## src/design/port_b_gpio_unused_guard.sv

```systemverilog
// no logic: every part of the port sits in the main design file

```

## src/common/port_b_pkg.sv

```systemverilog
// constants, register map and state types for the second gpio port
package port_b_pkg;
   localparam int PORT_W = 8;
   localparam int ANA_W = 6;
   localparam int ADDR_W = 4;
   localparam int STAT_W = 2;

   // register offsets (word index on the plain register port)
   localparam logic [3:0] ADR_PINS = 4'h0;
   localparam logic [3:0] ADR_DIR = 4'h1;
   localparam logic [3:0] ADR_PULLUP = 4'h2;
   localparam logic [3:0] ADR_IOC = 4'h3;
   localparam logic [3:0] ADR_ANSEL_HI = 4'h4;
   localparam logic [3:0] ADR_OPTION = 4'h5;
   localparam logic [3:0] ADR_IRQ_STAT = 4'h6;
   localparam logic [3:0] ADR_IRQ_MASK = 4'h7;

   // option control register fields
   localparam int OPT_GPD_BIT = 7;
   localparam int OPT_EDGE_BIT = 6;
   // interrupt status fields
   localparam int ST_CHANGE_BIT = 0;
   localparam int ST_EDGE_BIT = 1;
   // pin 0 doubles as the external edge interrupt input
   localparam int EXT_PIN = 0;

   // reset values
   localparam logic [7:0] RST_LATCH = 8'h00;
   localparam logic [7:0] RST_DIR = 8'hFF;
   localparam logic [7:0] RST_PULLUP = 8'hFF;
   localparam logic [7:0] RST_IOC = 8'h00;
   localparam logic [5:0] RST_ANSEL_HI = 6'h3F;
   localparam logic [7:0] RST_SYNC = 8'h00;
   localparam logic [1:0] RST_STAT = 2'h0;
   localparam logic [7:0] ZERO8 = 8'h00;

   // analog select bit index (channel minus 8) that serves each of pins 0 to 5
   localparam int AN_PIN0 = 4;
   localparam int AN_PIN1 = 2;
   localparam int AN_PIN2 = 0;
   localparam int AN_PIN3 = 1;
   localparam int AN_PIN4 = 3;
   localparam int AN_PIN5 = 5;

   typedef struct packed {
      logic global_pullup_disable;
      logic rising_edge_sel;
   } option_type;

   typedef struct packed {
      logic [7:0] out_latch;
      logic [7:0] direction_bits;
      logic [7:0] pullup_bits;
      logic [7:0] ioc_bits;
      logic [5:0] analog_select_bits;
      option_type option;
      logic [1:0] irq_status;
      logic [1:0] irq_mask;
      logic [7:0] sync1;
      logic [7:0] sync2;
      logic [7:0] sync3;
      logic [7:0] pin_level;
      logic [7:0] rdata;
   } state_type;

   typedef struct packed {
      logic [3:0] addr;
      logic [7:0] wdata;
      logic wr;
      logic rd;
   } reg_req_type;
endpackage

```

## src/design/port_b_gpio.sv

```systemverilog
// eight-bit gpio port with analog select, weak pull-ups and change interrupt
// Function
// - analog select bits pick analog per pin
// - bits 7:6 of analog select read zero
// - analog pin: no input, pull-up, change detect
// - analog pins read as zero
// - port read returns pin logic levels
// - direction 1 tri-states, 0 drives; resets ones
// - pull-up enable bits, reset all ones
// - pull-ups need global disable cleared
// - output pins never get pull-up
// - change enable bits per pin, reset zero
// - port write stores into output latch
// - pin 0 is external edge interrupt
// - mismatch against last-read latch sets flag
// - port access ends mismatch; mismatch keeps setting
// - last-read latch survives device reset
// - analog select leaves output drive alone
//
// The register offsets and the address-and-strobe port were left to the implementer.
`timescale 1ns/1ps
module port_b_gpio
   import port_b_pkg::*;
(
   // clock and resets
   input wire logic core_clk,
   input wire logic rst,
   input wire logic por_rst,
   // register port
   input wire logic [ADDR_W-1:0] reg_addr,
   input wire logic [PORT_W-1:0] reg_wdata,
   input wire logic reg_wr,
   input wire logic reg_rd,
   output logic [PORT_W-1:0] reg_rdata,
   // pins
   input wire logic [PORT_W-1:0] pin_in,
   output logic [PORT_W-1:0] pin_out,
   output logic [PORT_W-1:0] pin_oe,
   output logic [PORT_W-1:0] pin_pullup,
   output logic [PORT_W-1:0] pin_analog,
   // interrupt
   output logic irq
);

   state_type st_ff;
   state_type nxt_st;
   logic [PORT_W-1:0] last_read_ff;
   logic [PORT_W-1:0] nxt_last_read;
   logic [PORT_W-1:0] analog_pins;
   logic [PORT_W-1:0] din;
   logic [PORT_W-1:0] mismatch_bits;
   logic mismatch;
   logic ext_edge;
   logic ext_rise;
   logic ext_fall;
   logic pins_access;

   // map analog select bits onto the pins they serve
   function automatic logic [PORT_W-1:0] pin_analog_map(input logic [ANA_W-1:0] ans);
      logic [PORT_W-1:0] m;
      m = ZERO8;
      m[0] = ans[AN_PIN0];
      m[1] = ans[AN_PIN1];
      m[2] = ans[AN_PIN2];
      m[3] = ans[AN_PIN3];
      m[4] = ans[AN_PIN4];
      m[5] = ans[AN_PIN5];
      return m;
   endfunction

   function automatic logic is_addr(input logic [ADDR_W-1:0] a, input logic [ADDR_W-1:0] ref_a);
      return a == ref_a;
   endfunction

   // analog pins lose their digital input path
   assign analog_pins = pin_analog_map(st_ff.analog_select_bits);
   assign din = st_ff.pin_level & ~analog_pins;
   assign pins_access = (reg_rd | reg_wr) & is_addr(reg_addr, ADR_PINS);

   // change detection against value latched on the last port access
   assign mismatch_bits = (din ^ last_read_ff) & st_ff.ioc_bits & ~analog_pins;
   assign mismatch = |mismatch_bits;

   // pin 0 edge taken where the settled level moves, so filtered glitches never flag
   assign ext_rise = ~st_ff.pin_level[EXT_PIN] & st_ff.sync2[EXT_PIN] & st_ff.sync3[EXT_PIN];
   assign ext_fall = st_ff.pin_level[EXT_PIN] & ~st_ff.sync2[EXT_PIN] & ~st_ff.sync3[EXT_PIN];
   // an analog pin 0 has no digital input, so it cannot flag an edge
   assign ext_edge = ~analog_pins[EXT_PIN] &
                     (st_ff.option.rising_edge_sel ? ext_rise : ext_fall);

   always_comb begin
      nxt_st = st_ff;
      // three-stage input sampling; level moves once stages two and three agree
      nxt_st.sync1 = pin_in;
      nxt_st.sync2 = st_ff.sync1;
      nxt_st.sync3 = st_ff.sync2;
      for (int i = 0; i < PORT_W; i++) begin
         if (st_ff.sync2[i] == st_ff.sync3[i]) begin
            nxt_st.pin_level[i] = st_ff.sync3[i];
         end
      end
      nxt_st.rdata = ZERO8;
      if (reg_wr) begin
         unique case (reg_addr)
            ADR_PINS: begin
               nxt_st.out_latch = reg_wdata;
            end
            ADR_DIR: begin
               nxt_st.direction_bits = reg_wdata;
            end
            ADR_PULLUP: begin
               nxt_st.pullup_bits = reg_wdata;
            end
            ADR_IOC: begin
               nxt_st.ioc_bits = reg_wdata;
            end
            ADR_ANSEL_HI: begin
               nxt_st.analog_select_bits = reg_wdata[ANA_W-1:0];
            end
            ADR_OPTION: begin
               nxt_st.option.global_pullup_disable = reg_wdata[OPT_GPD_BIT];
               nxt_st.option.rising_edge_sel = reg_wdata[OPT_EDGE_BIT];
            end
            ADR_IRQ_STAT: begin
               nxt_st.irq_status = st_ff.irq_status & ~reg_wdata[STAT_W-1:0];
            end
            ADR_IRQ_MASK: begin
               nxt_st.irq_mask = reg_wdata[STAT_W-1:0];
            end
            default: begin
               // unmapped write is dropped
            end
         endcase
      end
      if (reg_rd) begin
         unique case (reg_addr)
            ADR_PINS: nxt_st.rdata = din;
            ADR_DIR: nxt_st.rdata = st_ff.direction_bits;
            ADR_PULLUP: nxt_st.rdata = st_ff.pullup_bits;
            ADR_IOC: nxt_st.rdata = st_ff.ioc_bits;
            ADR_ANSEL_HI: nxt_st.rdata = {2'h0, st_ff.analog_select_bits};
            ADR_OPTION: begin
               nxt_st.rdata[OPT_GPD_BIT] = st_ff.option.global_pullup_disable;
               nxt_st.rdata[OPT_EDGE_BIT] = st_ff.option.rising_edge_sel;
            end
            ADR_IRQ_STAT: nxt_st.rdata = {6'h00, st_ff.irq_status};
            ADR_IRQ_MASK: nxt_st.rdata = {6'h00, st_ff.irq_mask};
            default: nxt_st.rdata = ZERO8;
         endcase
      end
      // events set after any clear, so a simultaneous event survives
      if (mismatch) begin
         nxt_st.irq_status[ST_CHANGE_BIT] = 1'b1;
      end
      if (ext_edge) begin
         nxt_st.irq_status[ST_EDGE_BIT] = 1'b1;
      end
   end

   always_ff @(posedge core_clk or posedge rst) begin
      if (rst) begin
         st_ff.out_latch <= RST_LATCH;
         st_ff.direction_bits <= RST_DIR;
         st_ff.pullup_bits <= RST_PULLUP;
         st_ff.ioc_bits <= RST_IOC;
         st_ff.analog_select_bits <= RST_ANSEL_HI;
         st_ff.option.global_pullup_disable <= 1'b1;
         st_ff.option.rising_edge_sel <= 1'b1;
         st_ff.irq_status <= RST_STAT;
         st_ff.irq_mask <= RST_STAT;
         st_ff.sync1 <= RST_SYNC;
         st_ff.sync2 <= RST_SYNC;
         st_ff.sync3 <= RST_SYNC;
         st_ff.pin_level <= RST_SYNC;
         st_ff.rdata <= ZERO8;
      end else begin
         st_ff <= nxt_st;
      end
   end

   // kept outside the main state: only power-on clears it
   always_comb begin
      nxt_last_read = last_read_ff;
      if (pins_access) begin
         nxt_last_read = din;
      end
   end

   always_ff @(posedge core_clk or posedge por_rst) begin
      if (por_rst) begin
         last_read_ff <= RST_SYNC;
      end else begin
         last_read_ff <= nxt_last_read;
      end
   end

   // direction alone gates the driver; analog select does not
   assign pin_oe = ~st_ff.direction_bits;
   assign pin_out = st_ff.out_latch;
   assign pin_pullup = st_ff.pullup_bits & st_ff.direction_bits & ~analog_pins &
                       {PORT_W{~st_ff.option.global_pullup_disable}};
   assign pin_analog = analog_pins;
   assign reg_rdata = st_ff.rdata;
   assign irq = |(st_ff.irq_status & st_ff.irq_mask);
endmodule

```

## config.mk

```make
export PLATFORM = sky130hd
export DESIGN_NAME = port_b_gpio
export DESIGN_NICKNAME = d
export VERILOG_FILES = /design/src/design/port_b_gpio_unused_guard.sv /design/src/common/port_b_pkg.sv /design/src/design/port_b_gpio.sv
export SDC_FILE = /design/constraint.sdc
export NUM_CORES = 1
export LEC_CHECK = 0
export ABC_AREA = 1
export BUFFER_PORTS_ARGS = -buffer_cell sky130_fd_sc_hd__buf_2
export CAP_MARGIN = 40
export CORE_MARGIN = 2
export CORE_UTILIZATION = 40
export CTS_CLUSTER_SIZE = 30
export DETAILED_ROUTE_END_ITERATION = 8
export SYNTH_ARGS = -nofsm -noshare
export SYNTH_HDL_FRONTEND = slang
export SYNTH_SLANG_ARGS = --single-unit
```

## constraint.sdc

```tcl
create_clock -name core_clk -period 3 [get_ports core_clk]
set_input_delay 0.15 -clock core_clk [delete_from_list [all_inputs] [get_ports core_clk]]
set_output_delay 0.15 -clock core_clk [all_outputs]
set_load 0.02 [all_outputs]
```

==> summary.md, run 1 <==
| Metric | Value |
|---|---|
| Worst hold stages | `3` |
| Pleak | `2.237 nW` |
| Post-synthesis cell type count | `29` |
| Die Ht | `104.9 um` |
| Launch instance of the worst register-to-register path | `st_ff[14]` |
| RSZ-0062 raised after global routing | `no` |
| Total chip power | `0.003002 W` |
| Vias | `3009` |
| Launching element type of the critical path | `register` |
| Tightest Hold Check Type | `in2reg` |
| Antenna cells | `0` |
| Share of power burned in the clock network | `26.2%` |
| Placed wire-length estimate after detailed placement | `6.761 mm` |
| Die W | `104.9 um` |
| Final number of max-transition violations | `0` |
| IO Pins | `66` |
| Longest individual stage delay on the worst path | `0.57 ns` |
| Proportion of register bits with asynchronous set or reset after synthesis | `100.0%` |
| Clock latency on the worst-skew pair | `0.37 ns` |
| Number of DRC markers after the initial detailed-route iteration | `205` |
| Largest area contributor in the netlist | `dfrtp_1` |
| Post-route worst hold slack | `0.08162 ns` |
| Power density over cell area | `652.0 mW/mm2` |
| Vias in the first global route | `3004` |
| Share of the clock period used by the worst path | `51.78%` |
| Number of routed nets with antenna violations | `0` |
| Total Negative Setup Slacks | `0 ns` |
| Relative area change from synthesis to final layout | `13.02%` |
| Global route overflow | `0` |
| Cts bufs inserted | `9` |
| Drt first pass iters | `4` |
| Maximum count of clock buffers along a single path | `2` |
| Cell type of the slowest stage on the worst timing path | `dfstp_2` |
| DRC | `0` |
| FILL cells | `1008` |
| Slew headroom | `50.34%` |
| Dominant cells by area after synthesis | `dfrtp_1 42%, dfstp_2 15%, nand2_1 9.9%` |
| First-pass GRT wire length | `15.48 mm` |
| Final hold violation count | `0` |
| Fraction of power consumed by combinational cells | `18.9%` |
| YS warnings | `0` |
| Post-synthesis cell count | `441` |
| Part of the total power dissipated in sequential elements | `54.8%` |
| CP Data Required Time | `2.85 ns` |
| Syn avg cell area | `9.238 um2` |
| Status | `finished, final reports clean` |
| Cell at the root of the clock tree | `clkbuf_8` |
| CTS tree | `yes` |
| Number of buffers added for setup after CTS | `0` |
| Max-cap violations | `0` |
| Internal cell power | `0.002010 W` |
| Worst min-delay path startpoint | `reg_wdata[2]` |
| Worst-case clock skew | `0.01241 ns` |
| Startpoint-to-endpoint class of the critical path | `reg2out` |
| Net load switching power | `0.0009918 W` |
| Critical path peak fanout | `4` |
| Number of enable-type register cells in the synthesized netlist | `0` |
| Die footprint | `0.01101 mm2` |
| Antenna violations before repair | `0` |
| Pin count of the biggest net entering global routing | `45` |
| Total global routing track utilization | `18.11%` |
| Worst setup startpoint | `st_ff[71]` |
| Most frequent cell after synthesis | `nand2_1` |
| CTS H-tree depth | `3` |
| Flops & latches, synth | `92` |
| Final weighted congestion of routability-driven global placement | `0.8392` |
| WL final | `9.207 mm` |
| Total of buffers placed on input and output ports | `63` |
| Area share of the leading cell type in the synthesized netlist | `41.77%` |
| Cell Chain, Critical Path | `nand2_1 > nor3_1 > buf_2` |
| Sort of element at the end of the critical path | `output port` |
| Highest ir drop seen on vdd | `0.3065 mV` |
| Floorplan Core Area | `0.009819 mm2` |
| Fraction of layout instances using a drive strength above 1 | `26.91%` |
| Sw Ratio | `33.04%` |
| Fin crit period | `1.553 ns` |
| Signal arrival time at the worst endpoint | `1.40 ns` |
| Total number of placement rows | `36` |
| Starting Density | `41.49%` |
| Clock input transition at the sequential cells of the worst setup and hold paths | `0.10 ns` |
| Final nets | `518` |
| Register-to-Register Path Depth | `5` |
| Cell Area, Synth | `0.004074 mm2` |
| Max Clk Rate | `643.8 MHz` |
| Setup Viol. Count Final | `0` |
| Worst-Margin Slew | `0.7422 ns` |
| Number of vias per cell | `4.769` |
| Most frequently used flop master after synthesis | `dfrtp_1` |
| WL per Instance | `14.59 um` |
| Sequential-to-total area share from yosys stat | `57.25%` |
| Synth cell count leaders | `107 x nand2_1, 68 x dfrtp_1, 48 x o21ai_1` |
| Num Clock Sinks | `92` |
==> through the flow <==
stage	worst slack, ns	utilization, %	cell area [um2]	cells
2_1_floorplan	0.7246	-	4078	442
3_3_place_gp	1.447	43.99	4319	605
3_5_place_dp	1.380	43.99	4319	605
4_1_cts	1.418	46.89	4604	631
5_1_grt	1.362	46.89	4604	631
6_report	1.447	46.89	4604	631
==> layout make-up <==
| class | count | area, um2 | area share (%) |
|---|---|---|---|
| sequential | 92 | 2332 | 50.65 |
| clock buffer | 10 | 137.6 | 2.989 |
| tap | 133 | 166.4 | 3.614 |
| clock inverter | 6 | 47.55 | 1.033 |
| multi-input combinational | 272 | 1325 | 28.78 |
| timing repair buffer | 75 | 430.4 | 9.348 |
| inverter | 43 | 165.2 | 3.587 |
==> registers in the layout, indices dropped and copies added, names as in the netlist <==
register,flops
pin_analog,6
reg_rdata,8
nxt_st,16
st_ff,46
last_read_ff,8
pin_out,8
==> timing repair <==
| action | 4_1_cts | 5_1_grt |
|---|---|---|
| hold buffers | 10 | 0 |
| gates resized for setup | 0 | 0 |
| hold endpoints to repair | 36 | 0 |
==> worst max-delay path: cells and delay by family, from the launching register on <==
| family | cells | cell delay, ns |
|---|---|---|
| buf+inv | 1 | 0.21 |
| flops | 1 | 0.57 |
| simple gates | 2 | 0.25 |
==> worst paths after layout <==
check                                        to  slack, ns
worst max-delay path              pin_pullup[3]       1.45
worst min-delay path                  st_ff[70]       0.08
worst max register to register        st_ff[42]       1.76
worst min register to register       nxt_st[21]       0.35
max in group asynchronous         pin_analog[3]       1.80
min in group asynchronous       last_read_ff[5]       0.27
==> power by group through the flow <==
| stage | logic (W) | clock network, W | registers [W] |
|---|---|---|---|
| 4_1_cts | 0.000577 | 0.000808 | 0.00165 |
| 3_3_place_gp | 0.000552 | 0 | 0.00166 |
| 5_1_grt | 0.000644 | 0.000864 | 0.00167 |
| 3_5_place_dp | 0.000566 | 0 | 0.00166 |
| 2_1_floorplan | 0.000479 | 0 | 0.00159 |
| 6_report | 0.000569 | 0.000787 | 0.00165 |
==> cell usage in the layout (no fill, tap or decap), types with 10 or more instances in the layout <==
master and n:
buf_2 63, clkbuf_8 10, dfrtp_1 68, dfstp_2 24, dlygate4sd3_1 10, inv_1 37, nand2_1 107, nand3_1 37
nor2_1 27, o21ai_1 48
==> metal layers <==
metal	GRT usage, %	up-vias	part of all wire, %
li1	-	1496	-
met1	25.88	1396	46
met2	26.76	104	44
met3	3.868	13	8.3
met4	7.429	0	1.5
met5	0	-	0
==> logic make-up (layout without fill, tap and decap cells) <==
logic type	after synthesis	after routing	synth area share [%]
flip-flops	92	92	57.25
other	1	2	0.09205
XOR/XNOR	1	1	0.2150
AND/OR/NAND/NOR	198	198	21.71
buffers and inverters	78	134	10.32
AO/OA/AOI/OAI	64	64	8.692
adder cells (fa/ha/maj)	7	7	1.720
Power figures use the tool's default switching activity.
==> run 2: changes to the inputs <==
==> constraint.sdc (replaced) <==
create_clock -name core_clk -period 1.6 [get_ports core_clk]
set_input_delay 0.08 -clock core_clk [delete_from_list [all_inputs] [get_ports core_clk]]
set_output_delay 0.08 -clock core_clk [all_outputs]
set_load 0.02 [all_outputs]
==> run 2 against run 1 <==
Effect of this change: final cell count is 0.79% higher; power rose by 88%; global-route usage fell by 0.29 points; clock-buffer cell count fell by 1; first-iteration DRC count decreased by 26%; worst hold slack worse by 0.058 ns; design area rose by 1.2%; sequential power up 87%; combinational power rose by 92%; register-to-register slack got worse by 1.4 ns.
==> summary.md, run 2 (synthesized netlist as in run 1, its figures left out) <==
| Metric | Value |
|---|---|
| Clock latency on the worst-skew pair | `0.37 ns (about the same)` |
| Cell Chain, Critical Path | `nand2_1 > nor3_1 > buf_2 (unchanged)` |
| IO Pins | `66 (unchanged)` |
| Pin count of the biggest net entering global routing | `85 (was 45)` |
| Launching element type of the critical path | `register (unchanged)` |
| First-pass GRT wire length | `15.40 mm (was 15.48 mm)` |
| Drt first pass iters | `5 (was 4)` |
| WL per Instance | `14.63 um (was 14.59 um)` |
| Register-to-register setup slack | `0.36 ns (was 1.76 ns)` |
| Cts bufs inserted | `9 (unchanged)` |
| CTS tree | `yes (unchanged)` |
| Number of vias per cell | `4.734 (was 4.769)` |
| Total of buffers placed on input and output ports | `63 (unchanged)` |
| Worst setup startpoint | `st_ff[69] (was st_ff[71])` |
| Largest register FFs | `46 (unchanged)` |
| Status | `finished, final reports clean (unchanged)` |
| Critical path peak fanout | `4 (unchanged)` |
| Placed wire-length estimate after detailed placement | `6.713 mm (was 6.761 mm)` |
| Total number of placement rows | `36 (unchanged)` |
| Startpoint-to-endpoint class of the critical path | `reg2out (unchanged)` |
| Max Clk Rate | `685.4 MHz` |
| CP Data Required Time | `1.52 ns (was 2.85 ns)` |
| Final hold violation count | `0 (unchanged)` |
| Post-place instance area | `0.004372 mm2 (was 0.004319 mm2)` |
| Capturing point of the worst reg2reg path | `reg_rdata[0] (was st_ff[42])` |
| Number of buffers added for setup after CTS | `0 (unchanged)` |
| Share of the clock period used by the worst path | `91.19%` |
| Clock input transition at the sequential cells of the worst setup and hold paths | `0.10 ns (about the same)` |
| Power density over cell area | `1214 mW/mm2 (was 652.0 mW/mm2)` |
| Cell at the root of the clock tree | `clkbuf_8 (unchanged)` |
| Cell type of the slowest stage on the worst timing path | `dfstp_2 (unchanged)` |
| Starting Density | `41.49% (unchanged)` |
| Number of routed nets with antenna violations | `0 (unchanged)` |
| Non-Filler Cell Area, Final | `0.004659 mm2 (was 0.004604 mm2)` |
| Number of DRC markers after the initial detailed-route iteration | `151 (was 205)` |
| Fin crit period | `1.459 ns` |
| RSZ-0062 raised after global routing | `no (unchanged)` |
| Final weighted congestion of routability-driven global placement | `0.8676 (was 0.8392)` |
| CTS H-tree depth | `3 (unchanged)` |
| Sum of buffers and inverters on the critical path | `1 (unchanged)` |
| Setup Viol. Count Final | `0 (unchanged)` |
| Longest individual stage delay on the worst path | `0.58 ns (was 0.57 ns)` |
| Largest Register | `st_ff (unchanged)` |
| Antenna violations before repair | `0 (unchanged)` |
| Gate family responsible for the most delay along the worst path | `flip-flops (unchanged)` |
| Vias in the first global route | `2991 (was 3004)` |
| Total global routing track utilization | `17.82% (was 18.11%)` |
| Launch instance of the worst register-to-register path | `pin_analog[0] (was st_ff[14])` |
| Die W | `104.9 um (unchanged)` |
| Vias | `3011 (was 3009)` |
| Sort of element at the end of the critical path | `output port (unchanged)` |
| Pleak | `2.260 nW (was 2.237 nW)` |
| Max-cap violations | `0 (unchanged)` |
| Final nets | `523 (was 518)` |
| Most common cell after layout, fill and taps aside | `nand2_1 (unchanged)` |
| Highest ir drop seen on vdd | `0.5278 mV (was 0.3065 mV)` |
| Fraction of layout instances using a drive strength above 1 | `27.83% (was 26.91%)` |
| Die Ht | `104.9 um (unchanged)` |
| Leading cell types in the layout, fill and taps excluded | `107 x nand2_1, 68 x dfrtp_1, 63 x buf_2 (unchanged)` |
| Cell depth of the worst setup path | `3 (unchanged)` |
| CP endpoint | `pin_pullup[1] (was pin_pullup[3])` |
| Num Clock Sinks | `92 (unchanged)` |
| Signal arrival time at the worst endpoint | `1.38 ns (was 1.40 ns)` |
| DRC | `0 (unchanged)` |
| Final number of max-transition violations | `0 (unchanged)` |
| Worst-case clock skew | `0.01220 ns (was 0.01241 ns)` |
| Die footprint | `0.01101 mm2 (unchanged)` |
| Tightest Hold Check Type | `in2reg (unchanged)` |
| Antenna cells | `0 (unchanged)` |
| Global route overflow | `0 (unchanged)` |
| Maximum count of clock buffers along a single path | `2 (unchanged)` |
| Register-to-Register Path Depth | `5 (unchanged)` |
| Relative area change from synthesis to final layout | `14.37% (was 13.02%)` |
| WL final | `9.307 mm (was 9.207 mm)` |
| Floorplan Core Area | `0.009819 mm2 (unchanged)` |
| Total Negative Setup Slacks | `0 ns (unchanged)` |
[run 2: cell count changes in the layout (fill, tap and decap cells not counted)]
| cell | delta |
|---|---|
| buf_12 | +1 |
| buf_4 | +4 |
| clkbuf_8 | -1 |
| clkinv_2 | -2 |
| clkinv_4 | -1 |
| clkinvlp_4 | +2 |
| inv_6 | +2 |
| nor3_1 | -1 |
| nor3_2 | +1 |
[run 2: what timing repair did]
action	4_1_cts	5_1_grt
hold buffers	10	0
gates resized for setup	0	1
setup endpoints to repair	0	1
hold endpoints to repair	76	0
[run 2: layout make-up]
| class | instances | area, um2 |
|---|---|---|
| clock inverter | 7 | 58.81 |
| timing repair buffer | 80 | 480.5 |
| sequential | 92 | 2332 |
| multi-input combinational | 272 | 1330 |
| fill | 981 | 5160 |
| tap | 133 | 166.4 |
| inverter | 43 | 167.7 |
| clock buffer | 9 | 123.9 |
[run 2: worst min-delay path by stage]
stage,slack (ns),startpoint,cells past startpoint,end
after detailed placement,0.06,por_rst,2,last_read_ff[3]
after floorplan,-0.10,por_rst,1,last_read_ff[0]
after global placement,0.04,por_rst,2,last_read_ff[5]
final,0.02,reg_wdata[2],3,st_ff[70]
after CTS,0.02,reg_wdata[2],3,st_ff[70]
after global routing,0.06,reg_wdata[5],3,pin_analog[5]
[run 2: layer usage]
layer  track usage, %  vias to the layer above  part of all wire [%]
met5                0                        -                     0
met4            5.714                        0                   1.5
met3            3.993                       14                   5.8
met2            26.53                       85                    45
met1            25.85                     1403                    48
li1                 -                     1509                     -
[run 2: where the power goes]
part           switching [W]  internal (W)  total, W
clock network       0.000894      0.000592   0.00149
logic               0.000685      0.000409   0.00109
registers           0.000324       0.00275   0.00308
[run 2: worst reg2reg max path, delay by kind of cell, from the launching register on]
family / cells / cell delay, ns
buffers and inverters: 1 / 0.12
and+or+nand+nor: 3 / 0.28
AOI/OAI and AO/OA: 1 / 0.10
DFF: 1 / 0.62
[run 2: stage by stage]
| step | instances | total power, W | hold slack [ns] | worst slack (ns) | util (%) |
|---|---|---|---|---|---|
| 2_1_floorplan | 442 | 0.003877 | -0.1043 | 0.4881 | - |
| 4_1_cts | 636 | 0.005705 | 0.01691 | 0.08495 | 47.40 |
| 6_report | 636 | 0.005657 | 0.02348 | 0.1410 | 47.45 |
| 3_5_place_dp | 610 | 0.004196 | 0.06468 | 0.3664 | 44.52 |
| 3_3_place_gp | 610 | 0.004169 | 0.04468 | 0.3723 | 44.52 |
| 5_1_grt | 636 | 0.005970 | 0.05671 | 0.05634 | 47.45 |
==> run 3: changes to the inputs <==
--- a/config.mk
+++ b/config.mk
@@ -9,9 +9,10 @@
 export BUFFER_PORTS_ARGS = -buffer_cell sky130_fd_sc_hd__buf_2
 export CAP_MARGIN = 40
 export CORE_MARGIN = 2
-export CORE_UTILIZATION = 40
+export CORE_UTILIZATION = 45
 export CTS_CLUSTER_SIZE = 30
 export DETAILED_ROUTE_END_ITERATION = 8
+export PLACE_DENSITY = 0.66
 export SYNTH_ARGS = -nofsm -noshare
 export SYNTH_HDL_FRONTEND = slang
 export SYNTH_SLANG_ARGS = --single-unit
==> run 3 against run 2 <==
Effect of this change: global-route usage increased by 1.5 points; first-iteration DRC count increased by 30%; sequential cell count unchanged; clock skew about the same; critical path depth unchanged; sequential share of layout area decreased by 0.21 points; die area decreased by 11%; clock power increased by 17%; highest routed layer unchanged; fmax decreased by 0.56%; critical path type unchanged.
==> summary.md, run 3 (synthesized netlist as in run 1, its figures left out) <==
| Metric | Value |
|---|---|
| Status | `finished, final reports clean (unchanged)` |
| Sw Ratio | `30.30% (was 33.65%)` |
| Post-route worst hold slack | `0.02900 ns (was 0.02348 ns)` |
| Largest Register | `st_ff (unchanged)` |
| Number of vias per cell | `5.003 (was 4.734)` |
| WL per Instance | `14.78 um (was 14.63 um)` |
| Die W | `99.15 um (was 104.9 um)` |
| Power density over cell area | `1263 mW/mm2 (was 1214 mW/mm2)` |
| Max-cap violations | `0 (unchanged)` |
| Number of routed nets with antenna violations | `0 (unchanged)` |
| Die footprint | `0.009830 mm2 (was 0.01101 mm2)` |
| Area of combinational cells with multiple inputs | `0.001330 mm2 (unchanged)` |
| Total chip power | `0.005912 W (was 0.005657 W)` |
| Clock latency on the worst-skew pair | `0.36 ns (was 0.37 ns)` |
| Worst-case clock skew | `0.01173 ns (was 0.01220 ns)` |
| Net load switching power | `0.001791 W (was 0.001904 W)` |
| Met2 track demand over resource in global routing | `28.27% (was 26.53%)` |
| Final number of max-transition violations | `0 (unchanged)` |
| Max Clk Rate | `681.5 MHz (was 685.4 MHz)` |
| Drt first pass iters | `4 (was 5)` |
| WL final | `9.028 mm (was 9.307 mm)` |
| Part of the total power dissipated in sequential elements | `51.9% (was 54.4%)` |
| FILL cells | `833 (was 981)` |
| Tightest Hold Check Type | `in2reg (unchanged)` |
| Floorplan Core Area | `0.008763 mm2 (was 0.009819 mm2)` |
| Clock input transition at the sequential cells of the worst setup and hold paths | `0.09 ns (was 0.10 ns)` |
| Antenna violations before repair | `0 (unchanged)` |
| CP Data Required Time | `1.52 ns (about the same)` |
| Largest register FFs | `46 (unchanged)` |
| First-pass GRT wire length | `14.75 mm (was 15.40 mm)` |
| Startpoint-to-endpoint class of the critical path | `reg2out (unchanged)` |
| Pin count of the biggest net entering global routing | `85 (unchanged)` |
| Sort of element at the end of the critical path | `output port (unchanged)` |
| Vias in the first global route | `2948 (was 2991)` |
| IO Pins | `66 (unchanged)` |
| Total Negative Setup Slacks | `0 ns (unchanged)` |
| Total global routing track utilization | `19.33% (was 17.82%)` |
| Global route overflow | `0 (unchanged)` |
| Maximum count of clock buffers along a single path | `2 (unchanged)` |
| Share of power burned in the clock network | `29.6% (was 26.3%)` |
| Signal arrival time at the worst endpoint | `1.39 ns (was 1.38 ns)` |
| Pleak | `2.285 nW (was 2.260 nW)` |
| Cell at the root of the clock tree | `clkbuf_8 (unchanged)` |
| Relative area change from synthesis to final layout | `14.86% (was 14.37%)` |
| Capturing point of the worst reg2reg path | `reg_rdata[0] (unchanged)` |
| FF/Latch Area | `0.002332 mm2 (unchanged)` |
| Critical path peak fanout | `4 (unchanged)` |
| CTS tree | `yes (unchanged)` |
| Fin crit period | `1.467 ns (was 1.459 ns)` |
| Worst setup startpoint | `st_ff[70] (was st_ff[69])` |
| Most common cell after layout, fill and taps aside | `nand2_1 (unchanged)` |
| Placed wire-length estimate after detailed placement | `6.484 mm (was 6.713 mm)` |
| Fraction of layout instances using a drive strength above 1 | `27.44% (was 27.83%)` |
| Launch instance of the worst register-to-register path | `pin_analog[0] (unchanged)` |
| Util after Layout | `53.40% (was 47.45%)` |
| CTS H-tree depth | `3 (unchanged)` |
| Worst min-delay path startpoint | `reg_wdata[2] (unchanged)` |
| Global routing usage on met3 | `4.498% (was 3.993%)` |
| Register-to-Register Path Depth | `5 (unchanged)` |
| Share of the clock period used by the worst path | `91.71% (was 91.19%)` |
| Total number of placement rows | `34 (was 36)` |
| Num Clock Sinks | `92 (unchanged)` |
| Final weighted congestion of routability-driven global placement | `0.9383 (was 0.8676)` |
| Cts bufs inserted | `9 (unchanged)` |
| Antenna cells | `0 (unchanged)` |
| RSZ-0062 raised after global routing | `no (unchanged)` |
| Starting Density | `46.49% (was 41.49%)` |
| Final nets | `523 (unchanged)` |
| Internal cell power | `0.004121 W (was 0.003753 W)` |
| Leading cell types in the layout, fill and taps excluded | `107 x nand2_1, 68 x dfrtp_1, 63 x buf_2 (unchanged)` |
| Highest ir drop seen on vdd | `0.6925 mV (was 0.5278 mV)` |
| Number of buffers added for setup after CTS | `0 (unchanged)` |
| Vias | `3057 (was 3011)` |
| Routing usage on met1 | `28.27% (was 25.85%)` |
| Setup Viol. Count Final | `0 (unchanged)` |
| Fraction of power consumed by combinational cells | `18.5% (was 19.3%)` |
| Register-to-register setup slack | `0.42 ns (was 0.36 ns)` |
| Launching element type of the critical path | `register (unchanged)` |
| Worst min-delay path endpoint | `st_ff[70] (unchanged)` |
| Worst hold stages | `3 (unchanged)` |
| Die Ht | `99.15 um (was 104.9 um)` |
| Final hold violation count | `0 (unchanged)` |
| DRC | `0 (unchanged)` |
| Number of DRC markers after the initial detailed-route iteration | `196 (was 151)` |
| Total of buffers placed on input and output ports | `63 (unchanged)` |
| Most utilized layer in the global route result | `met2 (unchanged)` |
==> run 3: changes by cell type in the layout (fill, tap and decap cells not counted), sizes merged <==
cell	before	now
clkbuf	9	14
bufinv	0	1
clkinv	2	1
inv	46	42
clkinvlp	2	1
==> run 3: final cells by class <==
type | instances | area share (%)
clock buffers | 14 | 4.171
clock inverters | 2 | 0.8289
inverters | 43 | 3.583
multi-input cells | 272 | 28.42
flip-flops and latches | 92 | 49.84
well taps | 108 | 2.888
repair buffers | 80 | 10.27
==> run 3: timing repair <==
action | in CTS | in global routing
hold endpoints to repair | 76 | 0
hold buffers | 10 | 0
endpoints found under the setup margin | 0 | 1
gates resized for setup | 0 | 1
==> run 3: how the worst max path moves through the flow <==
stage                                  to  slack, ns
after floorplan             pin_pullup[0]       0.49
after global routing        pin_pullup[5]       0.06
after CTS                   pin_pullup[3]       0.07
final                       pin_pullup[2]       0.13
after detailed placement     reg_rdata[1]       0.35
after global placement    last_read_ff[3]       0.36
==> run 3: power groups by stage <==
stage / Clock [W] / Combinational, W / Sequential (W)
2_1_floorplan: 0 / 0.000899 / 0.00298
3_3_place_gp: 0 / 0.00106 / 0.00309
3_5_place_dp: 0 / 0.00108 / 0.00310
4_1_cts: 0.00180 / 0.00110 / 0.00306
5_1_grt: 0.00188 / 0.00122 / 0.00312
6_report: 0.00175 / 0.00109 / 0.00307
==> run 3: worst max-delay path, stage by stage (launching register included) <==
cell and delay (ns):
dfstp_2 0.58, nand2_1 0.06, nor3_1 0.18, buf_2 0.21
==> run 3: routing by layer <==
layer,routed length [um],vias up
met1,4308,1434
met2,4093,98
met5,0,-
li1,-,1515
met3,537,10
met4,87,0
==> run 3: metrics by stage <==
| step | area (um2) | worst slack, ns | instances |
|---|---|---|---|
| 4_1_cts | 4674 | 0.06511 | 611 |
| 3_5_place_dp | 4340 | 0.3511 | 585 |
| 5_1_grt | 4679 | 0.06152 | 611 |
| 2_1_floorplan | 4081 | 0.4881 | 442 |
| 6_report | 4679 | 0.1327 | 611 |
| 3_3_place_gp | 4340 | 0.3570 | 585 |
